**config.mk**
```make
export PLATFORM = sky130hd
export DESIGN_NAME = ras_top
export DESIGN_NICKNAME = d
export VERILOG_FILES = /design/src/verilog/ras_pkg.sv /design/src/verilog/ras_tmr_if.sv /design/src/verilog/ras_sync.sv /design/src/verilog/ras_timer.sv /design/src/verilog/ras_top.sv
export VERILOG_INCLUDE_DIRS = /design/src /design/src/verilog
export SDC_FILE = /design/constraint.sdc
export NUM_CORES = 1
export LEC_CHECK = 0
export ABC_CLOCK_PERIOD_IN_PS = 12900
export BUFFER_PORTS_ARGS = -buffer_cell sky130_fd_sc_hd__buf_2
export CORE_MARGIN = 4
export CORE_UTILIZATION = 60
export CTS_BUF_LIST = sky130_fd_sc_hd__clkbuf_2
export CTS_CLUSTER_DIAMETER = 200
export DETAILED_ROUTE_END_ITERATION = 10
export GPL_ROUTABILITY_DRIVEN = 0
export PLACE_DENSITY = 0.82
export SLEW_MARGIN = 15
export SYNTH_ARGS = -nofsm -noshare
export SYNTH_HDL_FRONTEND = slang
export SYNTH_HIERARCHICAL = 1
export SYNTH_SLANG_ARGS = --single-unit
```
**constraint.sdc**
```tcl
create_clock -name clk_sys -period 12.9 [get_ports clk_sys]
set_clock_uncertainty 0.15 [all_clocks]
set_input_delay 2.58 -clock clk_sys [delete_from_list [all_inputs] [get_ports clk_sys]]
set_output_delay 2.58 -clock clk_sys [all_outputs]
set_load 0.005 [all_outputs]
```
**src/verilog/ras_params.svh**
```systemverilog
// constants of the reversing actuator starter
// assumes a 100 MHz system clock and a 1 ms switchover time base
`ifndef RAS_PARAMS_SVH
`define RAS_PARAMS_SVH

// clock and time base
`define RAS_CLK_PERIOD_NS 10
`define RAS_TICK_NS 1000000

// fieldbus control word bits
`define RAS_FB_LOCAL_BIT 9
`define RAS_FB_REMOTE_BIT 10

// register-bus coil numbers
`define RAS_COIL_LOCAL 8'h0a
`define RAS_COIL_REMOTE 8'h0b

// stop-mode enable bit positions
`define RAS_SM_LIMIT 0
`define RAS_SM_TORQUE 1
`define RAS_SM_OFF_LIMIT 2
`define RAS_SM_OFF_TORQUE 3
`define RAS_SM_OFF_CURRENT 4

// the six accepted stop-mode combinations
`define RAS_SM_CFG1 5'h05
`define RAS_SM_CFG2 5'h11
`define RAS_SM_CFG3 5'h07
`define RAS_SM_CFG4 5'h0b
`define RAS_SM_CFG5 5'h10
`define RAS_SM_CFG6 5'h0a

// reset values of the configuration and the current scale factor
`define RAS_RST_STOP_MODES 5'h05
`define RAS_RST_SW_TIME 16'h03e8
`define RAS_RST_THR4 8'h0a
`define RAS_THR4_SCALE 24'h00000a

`endif

```
**src/verilog/ras_pkg.sv**
```systemverilog
// types shared by the reversing actuator starter modules
// assumes nothing beyond a SystemVerilog compiler
package ras_pkg;

    typedef enum logic [1:0] {
        ST_OFF = 2'b00,
        ST_RIGHT = 2'b01,
        ST_LEFT = 2'b10,
        ST_SWITCH = 2'b11
    } ras_state_e;

    typedef enum logic [2:0] {
        SEL_FIELDBUS = 3'b000,
        SEL_REGBUS = 3'b001,
        SEL_HARDWIRE = 3'b010,
        SEL_FIX_LOCAL = 3'b011,
        SEL_FIX_REMOTE = 3'b100
    } ras_sel_e;

    typedef logic [4:0] ras_modes_t;

endpackage

```
**src/verilog/ras_tmr_if.sv**
```systemverilog
// link between the starter control and its switchover timer
// assumes both ends run on the system clock
`timescale 1ns/1ns
interface ras_tmr_if;
    logic restart;
    logic [15:0] sw_time;
    logic expired;

    modport ctrl (output restart, output sw_time, input expired);
    modport timer (input restart, input sw_time, output expired);
endinterface

```
**src/verilog/ras_sync.sv**
```systemverilog
// two-stage synchroniser for asynchronous field inputs
// assumes inputs are quasi-static levels from pins
`timescale 1ns/1ns
module ras_sync #(
    parameter int W = 1
) (
    input wire logic clk_sys,
    input wire logic arst_n,
    input wire logic [W-1:0] din,
    output logic [W-1:0] dout
);
    logic [W-1:0] meta;

    always_ff @(posedge clk_sys or negedge arst_n) begin
        if (!arst_n) begin
            meta <= '0;
            dout <= '0;
        end else begin
            meta <= din;
            dout <= meta;
        end
    end
endmodule // ras_sync

```
**src/verilog/ras_timer.sv**
```systemverilog
// prescaled direction-switchover timer
// assumes restart is a one-cycle pulse on the system clock
`timescale 1ns/1ns
`include "ras_params.svh"
module ras_timer #(
    parameter int TICK_CYCLES = `RAS_TICK_NS / `RAS_CLK_PERIOD_NS
) (
    input wire logic clk_sys,
    input wire logic arst_n,
    ras_tmr_if.timer tmr
);
    logic [31:0] pre;
    logic tick;
    logic [15:0] left_ticks;

    // one-cycle time base, realigned on restart
    always_ff @(posedge clk_sys or negedge arst_n) begin
        if (!arst_n) begin
            pre <= '0;
            tick <= 1'b0;
        end else if (tmr.restart || pre == 32'(TICK_CYCLES - 1)) begin
            pre <= '0;
            tick <= !tmr.restart;
        end else begin
            pre <= pre + 32'h1;
            tick <= 1'b0;
        end
    end

    always_ff @(posedge clk_sys or negedge arst_n) begin
        if (!arst_n) begin
            left_ticks <= '0;
            tmr.expired <= 1'b1;
        end else if (tmr.restart) begin
            left_ticks <= tmr.sw_time;
            tmr.expired <= (tmr.sw_time == 16'h0);
        end else if (tick && !tmr.expired) begin
            left_ticks <= left_ticks - 16'h1;
            tmr.expired <= (left_ticks <= 16'h1);
        end
    end
endmodule // ras_timer

```
**src/verilog/ras_top.sv**
```systemverilog
// reversing actuator starter: contactor control, selector, readiness
// assumes pins are asynchronous, remote and bus inputs are on clk_sys
`timescale 1ns/1ns
`include "ras_params.svh"
module ras_top #(
    parameter int TICK_CYCLES = `RAS_TICK_NS / `RAS_CLK_PERIOD_NS
) (
    // clock and reset
    input wire logic clk_sys,
    input wire logic arst_n,
    // hardwired field pins, asynchronous
    input wire logic loc_run_right_cmd,
    input wire logic loc_run_left_cmd,
    input wire logic loc_stop_cmd,
    input wire logic off_input_ok,
    input wire logic drawer_sup_in,
    input wire logic mode_local_in,
    input wire logic mode_remote_in,
    input wire logic reset_alarm_in,
    input wire logic lim_right_n,
    input wire logic lim_left_n,
    // remote source commands, one-cycle pulses
    input wire logic rem_run_right_cmd,
    input wire logic rem_run_left_cmd,
    input wire logic rem_stop_cmd,
    // fieldbus and register-bus selector inputs
    input wire logic [15:0] fb_ctrl_word,
    input wire logic fb_clear,
    input wire logic coil_wr,
    input wire logic [7:0] coil_addr,
    input wire logic coil_val,
    input wire logic reg_clear,
    // fault events and current measurement
    input wire logic fault_event,
    input wire logic [15:0] motor_current,
    input wire logic [15:0] motor_rated_current,
    // configuration write
    input wire logic off_input_mapped,
    input wire logic param_allowed,
    input wire logic cfg_wr,
    input wire logic [4:0] cfg_stop_modes,
    input wire logic [2:0] cfg_sel,
    input wire logic cfg_sup_en,
    input wire logic cfg_allow_switch,
    input wire logic [15:0] cfg_sw_time,
    input wire logic [7:0] cfg_thr4,
    // contactors and status
    output logic right_contactor,
    output logic left_contactor,
    output logic drawer_ready,
    output logic pos_switch_err,
    output logic fault_active,
    output logic local_active,
    output logic remote_active,
    output logic blocked_right,
    output logic blocked_left,
    output logic cfg_rejected,
    output logic [4:0] cur_stop_modes
);
    ras_tmr_if tmr ();

    logic [9:0] pins_s;
    logic loc_r_s, loc_l_s, loc_stop_s, off_ok_s, sup_s;
    logic mode_loc_s, mode_rem_s, rst_alarm_s, lim_r, lim_l;
    logic loc_r_d, loc_l_d, rst_alarm_d;

    ras_pkg::ras_state_e state, next_state;
    ras_pkg::ras_sel_e sel;
    logic [1:0] pend_dir;
    logic [1:0] last_dir;
    logic sup_en, allow_switch;
    logic [15:0] sw_time;
    logic [7:0] thr4;
    logic coil_loc, coil_rem;
    logic fault, pos_err;

    logic loc_sel, rem_sel, both_lim, ready_now, clear_any;
    logic req_r, req_l, req_stop;
    logic over_cur, end_r, end_l, can_r, can_l;
    logic [23:0] cur_scaled, thr_scaled;
    logic cfg_ok;

    ras_sync #(.W(10)) u_sync (
        .clk_sys(clk_sys),
        .arst_n(arst_n),
        .din({loc_run_right_cmd, loc_run_left_cmd, loc_stop_cmd,
              off_input_ok, drawer_sup_in, mode_local_in, mode_remote_in,
              reset_alarm_in, !lim_right_n, !lim_left_n}),
        .dout(pins_s)
    );
    assign {loc_r_s, loc_l_s, loc_stop_s, off_ok_s, sup_s, mode_loc_s,
            mode_rem_s, rst_alarm_s, lim_r, lim_l} = pins_s;

    ras_timer #(.TICK_CYCLES(TICK_CYCLES)) u_timer (
        .clk_sys(clk_sys),
        .arst_n(arst_n),
        .tmr(tmr)
    );

    // edge detection on the synchronised run and alarm-reset pin commands
    always_ff @(posedge clk_sys or negedge arst_n) begin
        if (!arst_n) begin
            loc_r_d <= 1'b0;
            loc_l_d <= 1'b0;
            rst_alarm_d <= 1'b0;
        end else begin
            loc_r_d <= loc_r_s;
            loc_l_d <= loc_l_s;
            rst_alarm_d <= rst_alarm_s;
        end
    end

    // selector: which class of sources holds run/stop authority
    always_comb begin
        case (sel)
            ras_pkg::SEL_FIELDBUS: begin
                loc_sel = fb_ctrl_word[`RAS_FB_LOCAL_BIT];
                rem_sel = fb_ctrl_word[`RAS_FB_REMOTE_BIT];
            end
            ras_pkg::SEL_REGBUS: begin
                loc_sel = coil_loc;
                rem_sel = coil_rem;
            end
            ras_pkg::SEL_HARDWIRE: begin
                loc_sel = mode_loc_s;
                rem_sel = mode_rem_s;
            end
            ras_pkg::SEL_FIX_LOCAL: begin
                loc_sel = 1'b1;
                rem_sel = 1'b0;
            end
            ras_pkg::SEL_FIX_REMOTE: begin
                loc_sel = 1'b0;
                rem_sel = 1'b1;
            end
            default: begin
                loc_sel = 1'b0;
                rem_sel = 1'b0;
            end
        endcase
    end

    // coil writes latch the register-bus selection
    always_ff @(posedge clk_sys or negedge arst_n) begin
        if (!arst_n) begin
            coil_loc <= 1'b0;
            coil_rem <= 1'b0;
        end else if (coil_wr) begin
            // selecting one class drops the other
            if (coil_addr == `RAS_COIL_LOCAL) begin
                coil_loc <= coil_val;
                coil_rem <= coil_rem && !coil_val;
            end
            if (coil_addr == `RAS_COIL_REMOTE) begin
                coil_rem <= coil_val;
                coil_loc <= coil_loc && !coil_val;
            end
        end
    end

    // configuration, taken only when permitted and a valid combination
    always_comb begin
        case (cfg_stop_modes)
            `RAS_SM_CFG1, `RAS_SM_CFG2, `RAS_SM_CFG3,
            `RAS_SM_CFG4, `RAS_SM_CFG5, `RAS_SM_CFG6: cfg_ok = 1'b1;
            default: cfg_ok = 1'b0;
        endcase
    end

    always_ff @(posedge clk_sys or negedge arst_n) begin
        if (!arst_n) begin
            cur_stop_modes <= `RAS_RST_STOP_MODES;
            sel <= ras_pkg::SEL_HARDWIRE;
            sup_en <= 1'b0;
            allow_switch <= 1'b0;
            sw_time <= `RAS_RST_SW_TIME;
            thr4 <= `RAS_RST_THR4;
            cfg_rejected <= 1'b0;
        end else begin
            cfg_rejected <= 1'b0;
            if (cfg_wr) begin
                if (param_allowed && cfg_ok) begin
                    cur_stop_modes <= cfg_stop_modes;
                    sel <= ras_pkg::ras_sel_e'(cfg_sel);
                    sup_en <= cfg_sup_en;
                    allow_switch <= cfg_allow_switch;
                    sw_time <= cfg_sw_time;
                    thr4 <= cfg_thr4;
                end else begin
                    cfg_rejected <= 1'b1;
                end
            end
        end
    end

    // faults and position-switch error: a new event wins over a clear
    assign both_lim = lim_r && lim_l;
    assign clear_any = (rst_alarm_s && !rst_alarm_d) || reg_clear
                       || fb_clear;

    always_ff @(posedge clk_sys or negedge arst_n) begin
        if (!arst_n) begin
            fault <= 1'b0;
            pos_err <= 1'b0;
        end else begin
            if (fault_event) begin
                fault <= 1'b1;
            end else if (clear_any) begin
                fault <= 1'b0;
            end
            if (both_lim) begin
                pos_err <= 1'b1;
            end else if (clear_any) begin
                pos_err <= 1'b0;
            end
        end
    end

    // drawer-ready condition
    assign ready_now = !fault && !pos_err
                       && off_input_mapped && off_ok_s
                       && (!sup_en || sup_s)
                       && !(loc_sel && rem_sel);

    // commands from sources that hold authority; stop also whenever the off input is not ok
    assign req_r = (loc_sel && loc_r_s && !loc_r_d)
                   || (rem_sel && rem_run_right_cmd);
    assign req_l = (loc_sel && loc_l_s && !loc_l_d)
                   || (rem_sel && rem_run_left_cmd);
    assign req_stop = (loc_sel && loc_stop_s) || (rem_sel && rem_stop_cmd)
                      || !off_ok_s;

    // current threshold as a multiple of rated current, in tenths
    assign cur_scaled = 24'(motor_current) * `RAS_THR4_SCALE;
    assign thr_scaled = 24'(motor_rated_current) * 24'(thr4);
    assign over_cur = cur_scaled > thr_scaled;

    // end-of-travel stop for the running direction
    always_comb begin
        end_r = 1'b0;
        end_l = 1'b0;
        if (cur_stop_modes[`RAS_SM_OFF_LIMIT]) begin
            end_r = lim_r;
            end_l = lim_l;
        end else if (cur_stop_modes[`RAS_SM_OFF_CURRENT]) begin
            if (cur_stop_modes[`RAS_SM_LIMIT]) begin
                end_r = lim_r && over_cur;
                end_l = lim_l && over_cur;
            end else begin
                end_r = over_cur;
                end_l = over_cur;
            end
        end
    end

    // start permission per direction
    assign can_r = drawer_ready && !both_lim && !blocked_right
                   && (last_dir != 2'b10 || tmr.expired);
    assign can_l = drawer_ready && !both_lim && !blocked_left
                   && (last_dir != 2'b01 || tmr.expired);

    always_comb begin
        next_state = state;
        case (state)
            ras_pkg::ST_OFF: begin
                if (req_stop) begin
                    next_state = ras_pkg::ST_OFF;
                end else if (req_r && can_r) begin
                    next_state = ras_pkg::ST_RIGHT;
                end else if (req_l && can_l) begin
                    next_state = ras_pkg::ST_LEFT;
                end
            end
            ras_pkg::ST_RIGHT: begin
                if (req_stop || !ready_now || end_r) begin
                    next_state = ras_pkg::ST_OFF;
                end else if (req_l && allow_switch) begin
                    next_state = ras_pkg::ST_SWITCH;
                end
            end
            ras_pkg::ST_LEFT: begin
                if (req_stop || !ready_now || end_l) begin
                    next_state = ras_pkg::ST_OFF;
                end else if (req_r && allow_switch) begin
                    next_state = ras_pkg::ST_SWITCH;
                end
            end
            ras_pkg::ST_SWITCH: begin
                if (req_stop) begin
                    next_state = ras_pkg::ST_OFF;
                end else if (tmr.expired) begin
                    if (pend_dir == 2'b01 && can_r) begin
                        next_state = ras_pkg::ST_RIGHT;
                    end else if (pend_dir == 2'b10 && can_l) begin
                        next_state = ras_pkg::ST_LEFT;
                    end else begin
                        next_state = ras_pkg::ST_OFF;
                    end
                end
            end
            default: next_state = ras_pkg::ST_OFF;
        endcase
    end

    always_ff @(posedge clk_sys or negedge arst_n) begin
        if (!arst_n) begin
            state <= ras_pkg::ST_OFF;
            pend_dir <= 2'b00;
            last_dir <= 2'b00;
        end else begin
            state <= next_state;
            if (next_state == ras_pkg::ST_SWITCH
                && state != ras_pkg::ST_SWITCH) begin
                pend_dir <= (state == ras_pkg::ST_RIGHT) ? 2'b10 : 2'b01;
            end
            if (next_state == ras_pkg::ST_RIGHT) begin
                last_dir <= 2'b01;
            end else if (next_state == ras_pkg::ST_LEFT) begin
                last_dir <= 2'b10;
            end
        end
    end

    // contactors follow the state; the switch state holds both open
    always_ff @(posedge clk_sys or negedge arst_n) begin
        if (!arst_n) begin
            right_contactor <= 1'b0;
            left_contactor <= 1'b0;
        end else begin
            right_contactor <= (next_state == ras_pkg::ST_RIGHT);
            left_contactor <= (next_state == ras_pkg::ST_LEFT);
        end
    end

    // timer restarts on the cycle a contactor opens
    assign tmr.restart = (right_contactor
                          && next_state != ras_pkg::ST_RIGHT)
                         || (left_contactor
                          && next_state != ras_pkg::ST_LEFT);
    assign tmr.sw_time = sw_time;

    // same-direction block after an end-of-travel stop
    always_ff @(posedge clk_sys or negedge arst_n) begin
        if (!arst_n) begin
            blocked_right <= 1'b0;
            blocked_left <= 1'b0;
        end else begin
            if (state == ras_pkg::ST_RIGHT && end_r && !req_stop) begin
                blocked_right <= 1'b1;
            end else if (next_state == ras_pkg::ST_LEFT) begin
                blocked_right <= 1'b0;
            end
            if (state == ras_pkg::ST_LEFT && end_l && !req_stop) begin
                blocked_left <= 1'b1;
            end else if (next_state == ras_pkg::ST_RIGHT) begin
                blocked_left <= 1'b0;
            end
        end
    end

    // registered status
    always_ff @(posedge clk_sys or negedge arst_n) begin
        if (!arst_n) begin
            drawer_ready <= 1'b0;
            pos_switch_err <= 1'b0;
            fault_active <= 1'b0;
            local_active <= 1'b0;
            remote_active <= 1'b0;
        end else begin
            drawer_ready <= ready_now;
            pos_switch_err <= pos_err;
            fault_active <= fault;
            local_active <= loc_sel;
            remote_active <= rem_sel;
        end
    end
endmodule // ras_top

```
After elaboration in Yosys (flattened, before gate mapping)

Cells that the tools add are included.
Widths: inputs -> output; s select.

Flip-flop bits (word level): 127
Bits of input ports: 113
Output and inout bits: 15
Logic and storage cells: 192

$add $sub $neg: 2
Multipliers: 2
Order comparisons: 2
Eq/ne operators: 26
Mux-type cells: 43
Reductions and logical operators: 85

Operators with widths:

| operator              | count |
|---|---|
| $logic_and 1x1->1     | 40 |
| $add 32x1->32 const B | 1 |
| $eq 32x17->1 const B  | 1 |
| $mux 16               | 2 |
| $mux 32               | 1 |
| $mux 2                | 14 |
| $gt 20x24->1          | 1 |
| $mul 16x8->24         | 1 |
| $mux 1                | 23 |
| $mul 16x3->19 const B | 1 |
| $logic_not 1->1       | 18 |
| $eq 8x4->1 const B    | 2 |
| $le 16x1->1 const B   | 1 |
| $logic_not 16->1      | 1 |
| $sub 16x1->16 const B | 1 |
| $logic_or 1x1->1      | 14 |
| $reduce_bool 2->1     | 7 |
| $eq 2x2->1 const B    | 5 |
| $eq 5x3->1 const B    | 2 |
| $eq 5x4->1 const B    | 2 |
| $eq 5x5->1 const B    | 2 |
| $pmux 1 s4            | 2 |
| $pmux 2 s4            | 1 |
| $eq 2x1->1 const B    | 3 |
| other kinds (9)       | 14 |

Longest topological paths before layout

Depth after elaboration: 16
Mapped depth: 34
Mapped depth without buffers: 33

Cells and area by module

The synthesis kept the hierarchy.

Modules (own cells, without submodules):

| module    | instances | cells an instance | area each (sq um) | sequential area each (sq um) |
|---|---|---|---|---|
| ras_top   | 1         | 835               | 7,865.0           | 1,440.1 |
| ras_timer | 1         | 302               | 2,785.2           | 1,252.5 |
| ras_sync  | 1         | 20                | 500.5             | 500.5 |

Least setup slack after synthesis

Ideal clock, no wire load.

Path kind: in2reg
Start point: input motor_rated_current[3]
End point: register u_timer.left_ticks[14]
Setup time: 0.087 ns
Data arrival time: 9.243 ns
Path slack: 3.421 ns
Stages: 30
Path buffers: 0
Cells stage by stage: and2_1 > fa_1 > fa_1 > fa_1 > inv_1 > fa_1 > inv_1 > ha_1 > a21o_1 > a211o_1 > o221ai_2 > o21bai_1 > a21o_1 > a21oi_1 > xor2_1 > ha_1 > nand4_1 > nor3_1 > o311ai_0 > nand3_1 > o211ai_1 > a311oi_2 > a21oi_1 > o211ai_1 > a31o_1 > ha_1 > inv_1 > a22o_1 > or4_1 > o211ai_1

Cells in the longest elaborated chain, start to end: 13

Ends and longest elaborated chain:

| what                                         | line                           | text |
|---|---|---|
| start: declaration                           | ras_top.sv:36                  | `input wire logic [15:0] motor_rated_current,` |
| $mul 16x8->24 *                              | ras_top.sv:235                 | `assign thr_scaled = 24'(motor_rated_current) * 24'(thr4);` |
| $gt 20x24->1 *                               | ras_top.sv:236                 | `assign over_cur = cur_scaled > thr_scaled;` |
| $logic_and 1x1->1, on equally long branches  | ras_top.sv:248, ras_top.sv:247 |  |
| $mux 1                                       | ras_top.sv:246                 | `` if (cur_stop_modes[`RAS_SM_LIMIT]) begin `` |
| $mux 1                                       | ras_top.sv:245                 | `` end else if (cur_stop_modes[`RAS_SM_OFF_CURRENT]) begin `` |
| $mux 1                                       | ras_top.sv:242                 | `` if (cur_stop_modes[`RAS_SM_OFF_LIMIT]) begin `` |
| $logic_or 1x1->1, on equally long branches   | ras_top.sv:282, ras_top.sv:275 |  |
| $mux 2, on equally long branches             | ras_top.sv:282, ras_top.sv:275 |  |
| $pmux 2 s4 *                                 | ras_top.sv:264                 | `case (state)` |
| $ne 2x1->1 or $ne 2x2->1 (tied branches)     | ras_top.sv:337, ras_top.sv:339 |  |
| $logic_and 1x1->1, on equally long branches  | ras_top.sv:337, ras_top.sv:339 |  |
| $logic_or 1x1->1 *                           | ras_top.sv:338                 | `\|\| (left_contactor` |
| via tmr.restart                              | ras_tmr_if.sv:5                | `logic restart;` |
| $mux 16 or $reduce_bool 2->1 (tied branches) | n/a                            |  |
| end signal: assignment                       | ras_timer.sv:35                | `left_ticks <= tmr.sw_time;` |
| end signal: assignment                       | ras_timer.sv:38                | `left_ticks <= left_ticks - 16'h1;` |
| end: declaration                             | ras_timer.sv:14                | `logic [15:0] left_ticks;` |

Mark *: on every way through the listed nets, which the timed path passes. The rest lies on a longest branch.
A chain may end at the register's enable or synchronous reset.

Worst setup path after layout

Start point: input motor_rated_current[3]
End point: register u_timer.pre[2]

Cells in the longest elaborated chain, start to end: 14

Ends and longest elaborated chain:

| what                                        | line                           | text |
|---|---|---|
| $mul 16x8->24 *                             | ras_top.sv:235                 |  |
| $gt 20x24->1 *                              | ras_top.sv:236                 |  |
| $logic_and 1x1->1, on equally long branches | ras_top.sv:248, ras_top.sv:247 |  |
| $mux 1                                      | ras_top.sv:246                 |  |
| $mux 1                                      | ras_top.sv:245                 |  |
| $mux 1                                      | ras_top.sv:242                 |  |
| $logic_or 1x1->1, on equally long branches  | ras_top.sv:282, ras_top.sv:275 |  |
| $mux 2, on equally long branches            | ras_top.sv:282, ras_top.sv:275 |  |
| $pmux 2 s4 *                                | ras_top.sv:264                 |  |
| via next_state[0]                           | ras_top.sv:67                  | `ras_pkg::ras_state_e state, next_state;` |
| $ne 2x1->1 or $ne 2x2->1 (tied branches)    | ras_top.sv:337, ras_top.sv:339 |  |
| $logic_and 1x1->1, on equally long branches | ras_top.sv:337, ras_top.sv:339 |  |
| $logic_or 1x1->1 *                          | ras_top.sv:338                 |  |
| via tmr.restart                             | ras_tmr_if.sv:5                |  |
| $logic_or 1x1->1 *                          | ras_timer.sv:21                | `end else if (tmr.restart \|\| pre == 32'(TICK_CYCLES - 1)) begin` |
| $mux 32 *                                   | ras_timer.sv:21                |  |
| end signal: assignment                      | ras_timer.sv:25                | `pre <= pre + 32'h1;` |
| end: declaration                            | ras_timer.sv:12                | `logic [31:0] pre;` |

Marked as above.

==> metrics.yaml <==
detailed_routing:
  wl_per_cell_um: 15.4
  drt_first_pass_iters: 5
  viasPerCell: 5.77
  vias: 8713
  drt_wl_total_um: 23300
  final_antenna_net_count: 0
  drcViolationCount: 0
  drtIter0Drc: 417
yosys:
  synth_top_family_by_area: "adder cells"
  synth_seq_cells: 127
  yosys.area_share.xor_xnor_pct: 3.93
  synth-adder-area-share_pct: 26.1
  synth_ff_type: "dfrtp_1"
  synth_area_mm2: 0.0112
  ys_types: 76
  yosys.area_share.simple_pct: 19.8
  postSynthNetCount: 1452
  yosysSeqAreaShare_pct: 28.6
  synth_top_area_share_pct: 25.8
  async_flop_share_pct: 100
  netlist_instances: 1157
  synthTopCellsByArea: "dfrtp_1, fa_1, ha_1, and2_1, inv_1"
  yosys_warnings: 6
  synth_compound_area_share_pct: 11.7
  synthMuxAreaShare_pct: 3.80
  synth-edff-count: 0
  syn_area_per_cell_um2: 9.64
  synth.largest_area_cell: "dfrtp_1"
sta:
  setup_tns_ns: 0
  setup_viol: 0
  hold_violations: 0
  whs_ns: 0.190
  slew_headroom_pct: 40.2
  finalCritPeriodShare_pct: 81.1
  rsz0062_at_grt: "no"
  worst_slew_pin_slew_ns: 0.897
  min_period_ns: 10.46
  timing.fmax_ghz: 0.0956
  drv_slew: 0
clocking:
  cts-resized-gates: 0
  tritoncts: "done"
  cts_buffer_depth: 2
  clock_sinks: 127
  clkTransAtPathRegs_ns: 0.22
  clock_latency_ns: 0.69
  cts_buffers: 17
  htree_levels: 4
  hold_buffers: 0
  ctsRootBufferMaster: "clkbuf_2"
  post_cts_buffers: 0
power:
  p_leak_nw: 5.84
  combPwrFrac_pct: 74.6
  ir_worst_vdd_v: 0.000331
  seq_power_share_pct: 16.6
  power_switching_mw: 1.75
  p_int_mw: 1.77
  switching_share_pct: 49.7
  clock_power_share_pct: 8.8
  powerDensity_mw_per_mm2: 289
floorplan:
  num_rows: 49
  core_area_mm2: 0.0181
  start_util_pct: 61.4
  die-area_mm2: 0.0208
  io-pin-count: 128
  die_width_um: 144
  fp.dieH_um: 144
hold_path:
  hold_depth: 0
  min_path_type: "reg2reg"
setup_path:
  required_ns: 13.32
  cp-start-kind: "primary input"
  cp_max_fo: 32
  cp_data_arrival_time_ns: 10.87
  crit_slowest_cell: "fa_1"
  crit_type: "in2reg"
  slowest_delay_ns: 0.57
  worstSetupEndpointType: "register"
  r2r_cells: 33
global_routing:
  grt_pass1_wl_um: 39700
  antenna_found_initial: 1
  grt_use_total_pct: 23.2
  gr-total-overflow: 0
  grt_pass1_vias: 8761
  grt_max_degree: 74
placed_design:
  hpwl_um: 17900
  numPortBuffers: 113
  place_inst: 1476
run_status:
  status: "finished clean"
final_layout:
  instances_no_fill: 1509
  layout_common_cells: "inv_1, dfrtp_1, buf_2"
  final_common_cell: "inv_1"
  layout-drive-gt1-share_pct: 17.0
  area_growth_pct: 9.47
  nets: 1561
flow_run:
  cap_violations: 0
[per-stage QoR]
step	util [%]	power, mW	cell area (um^2)	worst slack (ns)
floorplan	-	2.66	11200	3.42
global placement	65.5	3.11	11900	2.07
detailed placement	65.5	3.22	11900	1.94
CTS	67.3	3.55	12200	2.61
global route	67.3	3.97	12200	2.10
finish	67.3	3.53	12200	2.44
[Yosys cell counts, drive strengths merged (8+ instances only)]
cell / count
a21oi: 69
a31oi: 8
and2: 111
and3: 11
clkbuf: 21
dfrtp: 115
dfstp: 12
fa: 85
ha: 97
inv: 136
mux2: 35
nand2: 82
nand3: 28
nand4: 21
nor2: 46
nor3: 10
nor4: 11
o21ai: 50
o31ai: 12
or3: 13
or4: 23
xnor2: 31
xor2: 19
[final cells by class]
| class | instances | area, um^2 |
|---|---|---|
| Inverter | 136 | 510 |
| Fill cell | 1450 | 5940 |
| Clock inverter | 14 | 225 |
| Sequential cell | 127 | 3190 |
| Timing Repair Buffer | 117 | 598 |
| Clock buffer | 18 | 90.1 |
| Tap cell | 229 | 287 |
| Multi-Input combinational cell | 867 | 7300 |
| Antenna cell | 1 | 2.50 |
[metal layers]
metal  GRT usage, %  part of all wire [%]
met3           2.94                   3.9
met5              0                     0
met4           6.82                   1.6
met2           40.8                    52
met1           30.2                    42
[worst max-delay path, delay by kind of cell]
| kind | cells | cell delay [ns] |
|---|---|---|
| buffers and inverters | 7 | 1.26 |
| AOI/OAI and AO/OA | 14 | 2.90 |
| adders and majority gates | 7 | 3.12 |
| and+or+nand+nor | 5 | 0.90 |
| xor gates and xnor gates | 1 | 0.10 |
[cell families after synthesis]
logic type	after synthesis
compound gates	201
xor+xnor	50
fa+ha+maj	182
buf+inv	163
flops	127
mux	38
simple gates	396
[power groups by stage]
| stage | registers (mW) | clock network, mW | logic [mW] |
|---|---|---|---|
| 2_1_floorplan | 0.547 | 0 | 2.11 |
| 3_3_place_gp | 0.587 | 0 | 2.52 |
| 3_5_place_dp | 0.593 | 0 | 2.63 |
| 4_1_cts | 0.584 | 0.317 | 2.65 |
| 5_1_grt | 0.600 | 0.334 | 3.04 |
| 6_report | 0.586 | 0.310 | 2.63 |
[sequential cells by signal, indices dropped and copies added, names as in the netlist, 2 cells and up]
signal,flops
cur_stop_modes,5
last_dir,2
pend_dir,2
sel,3
state,2
sw_time,16
thr4,8
u_sync/dout,10
u_sync/meta,10
u_timer/left_ticks,16
u_timer/pre,32
[final timing paths]
path,startpoint,endpoint,slack (ns)
max,motor_rated_current[3],u_timer/pre[2],2.44
min,u_sync/meta[8],u_sync/dout[8],0.19
max reg2reg,thr4[5],u_timer/pre[2],3.75
min reg2reg,u_sync/meta[8],u_sync/dout[8],0.19
max in group asynchronous,arst_n,u_timer/tick,9.48
min in group asynchronous,arst_n,u_sync/dout[6],1.74
Power figures use the tool's default switching activity.
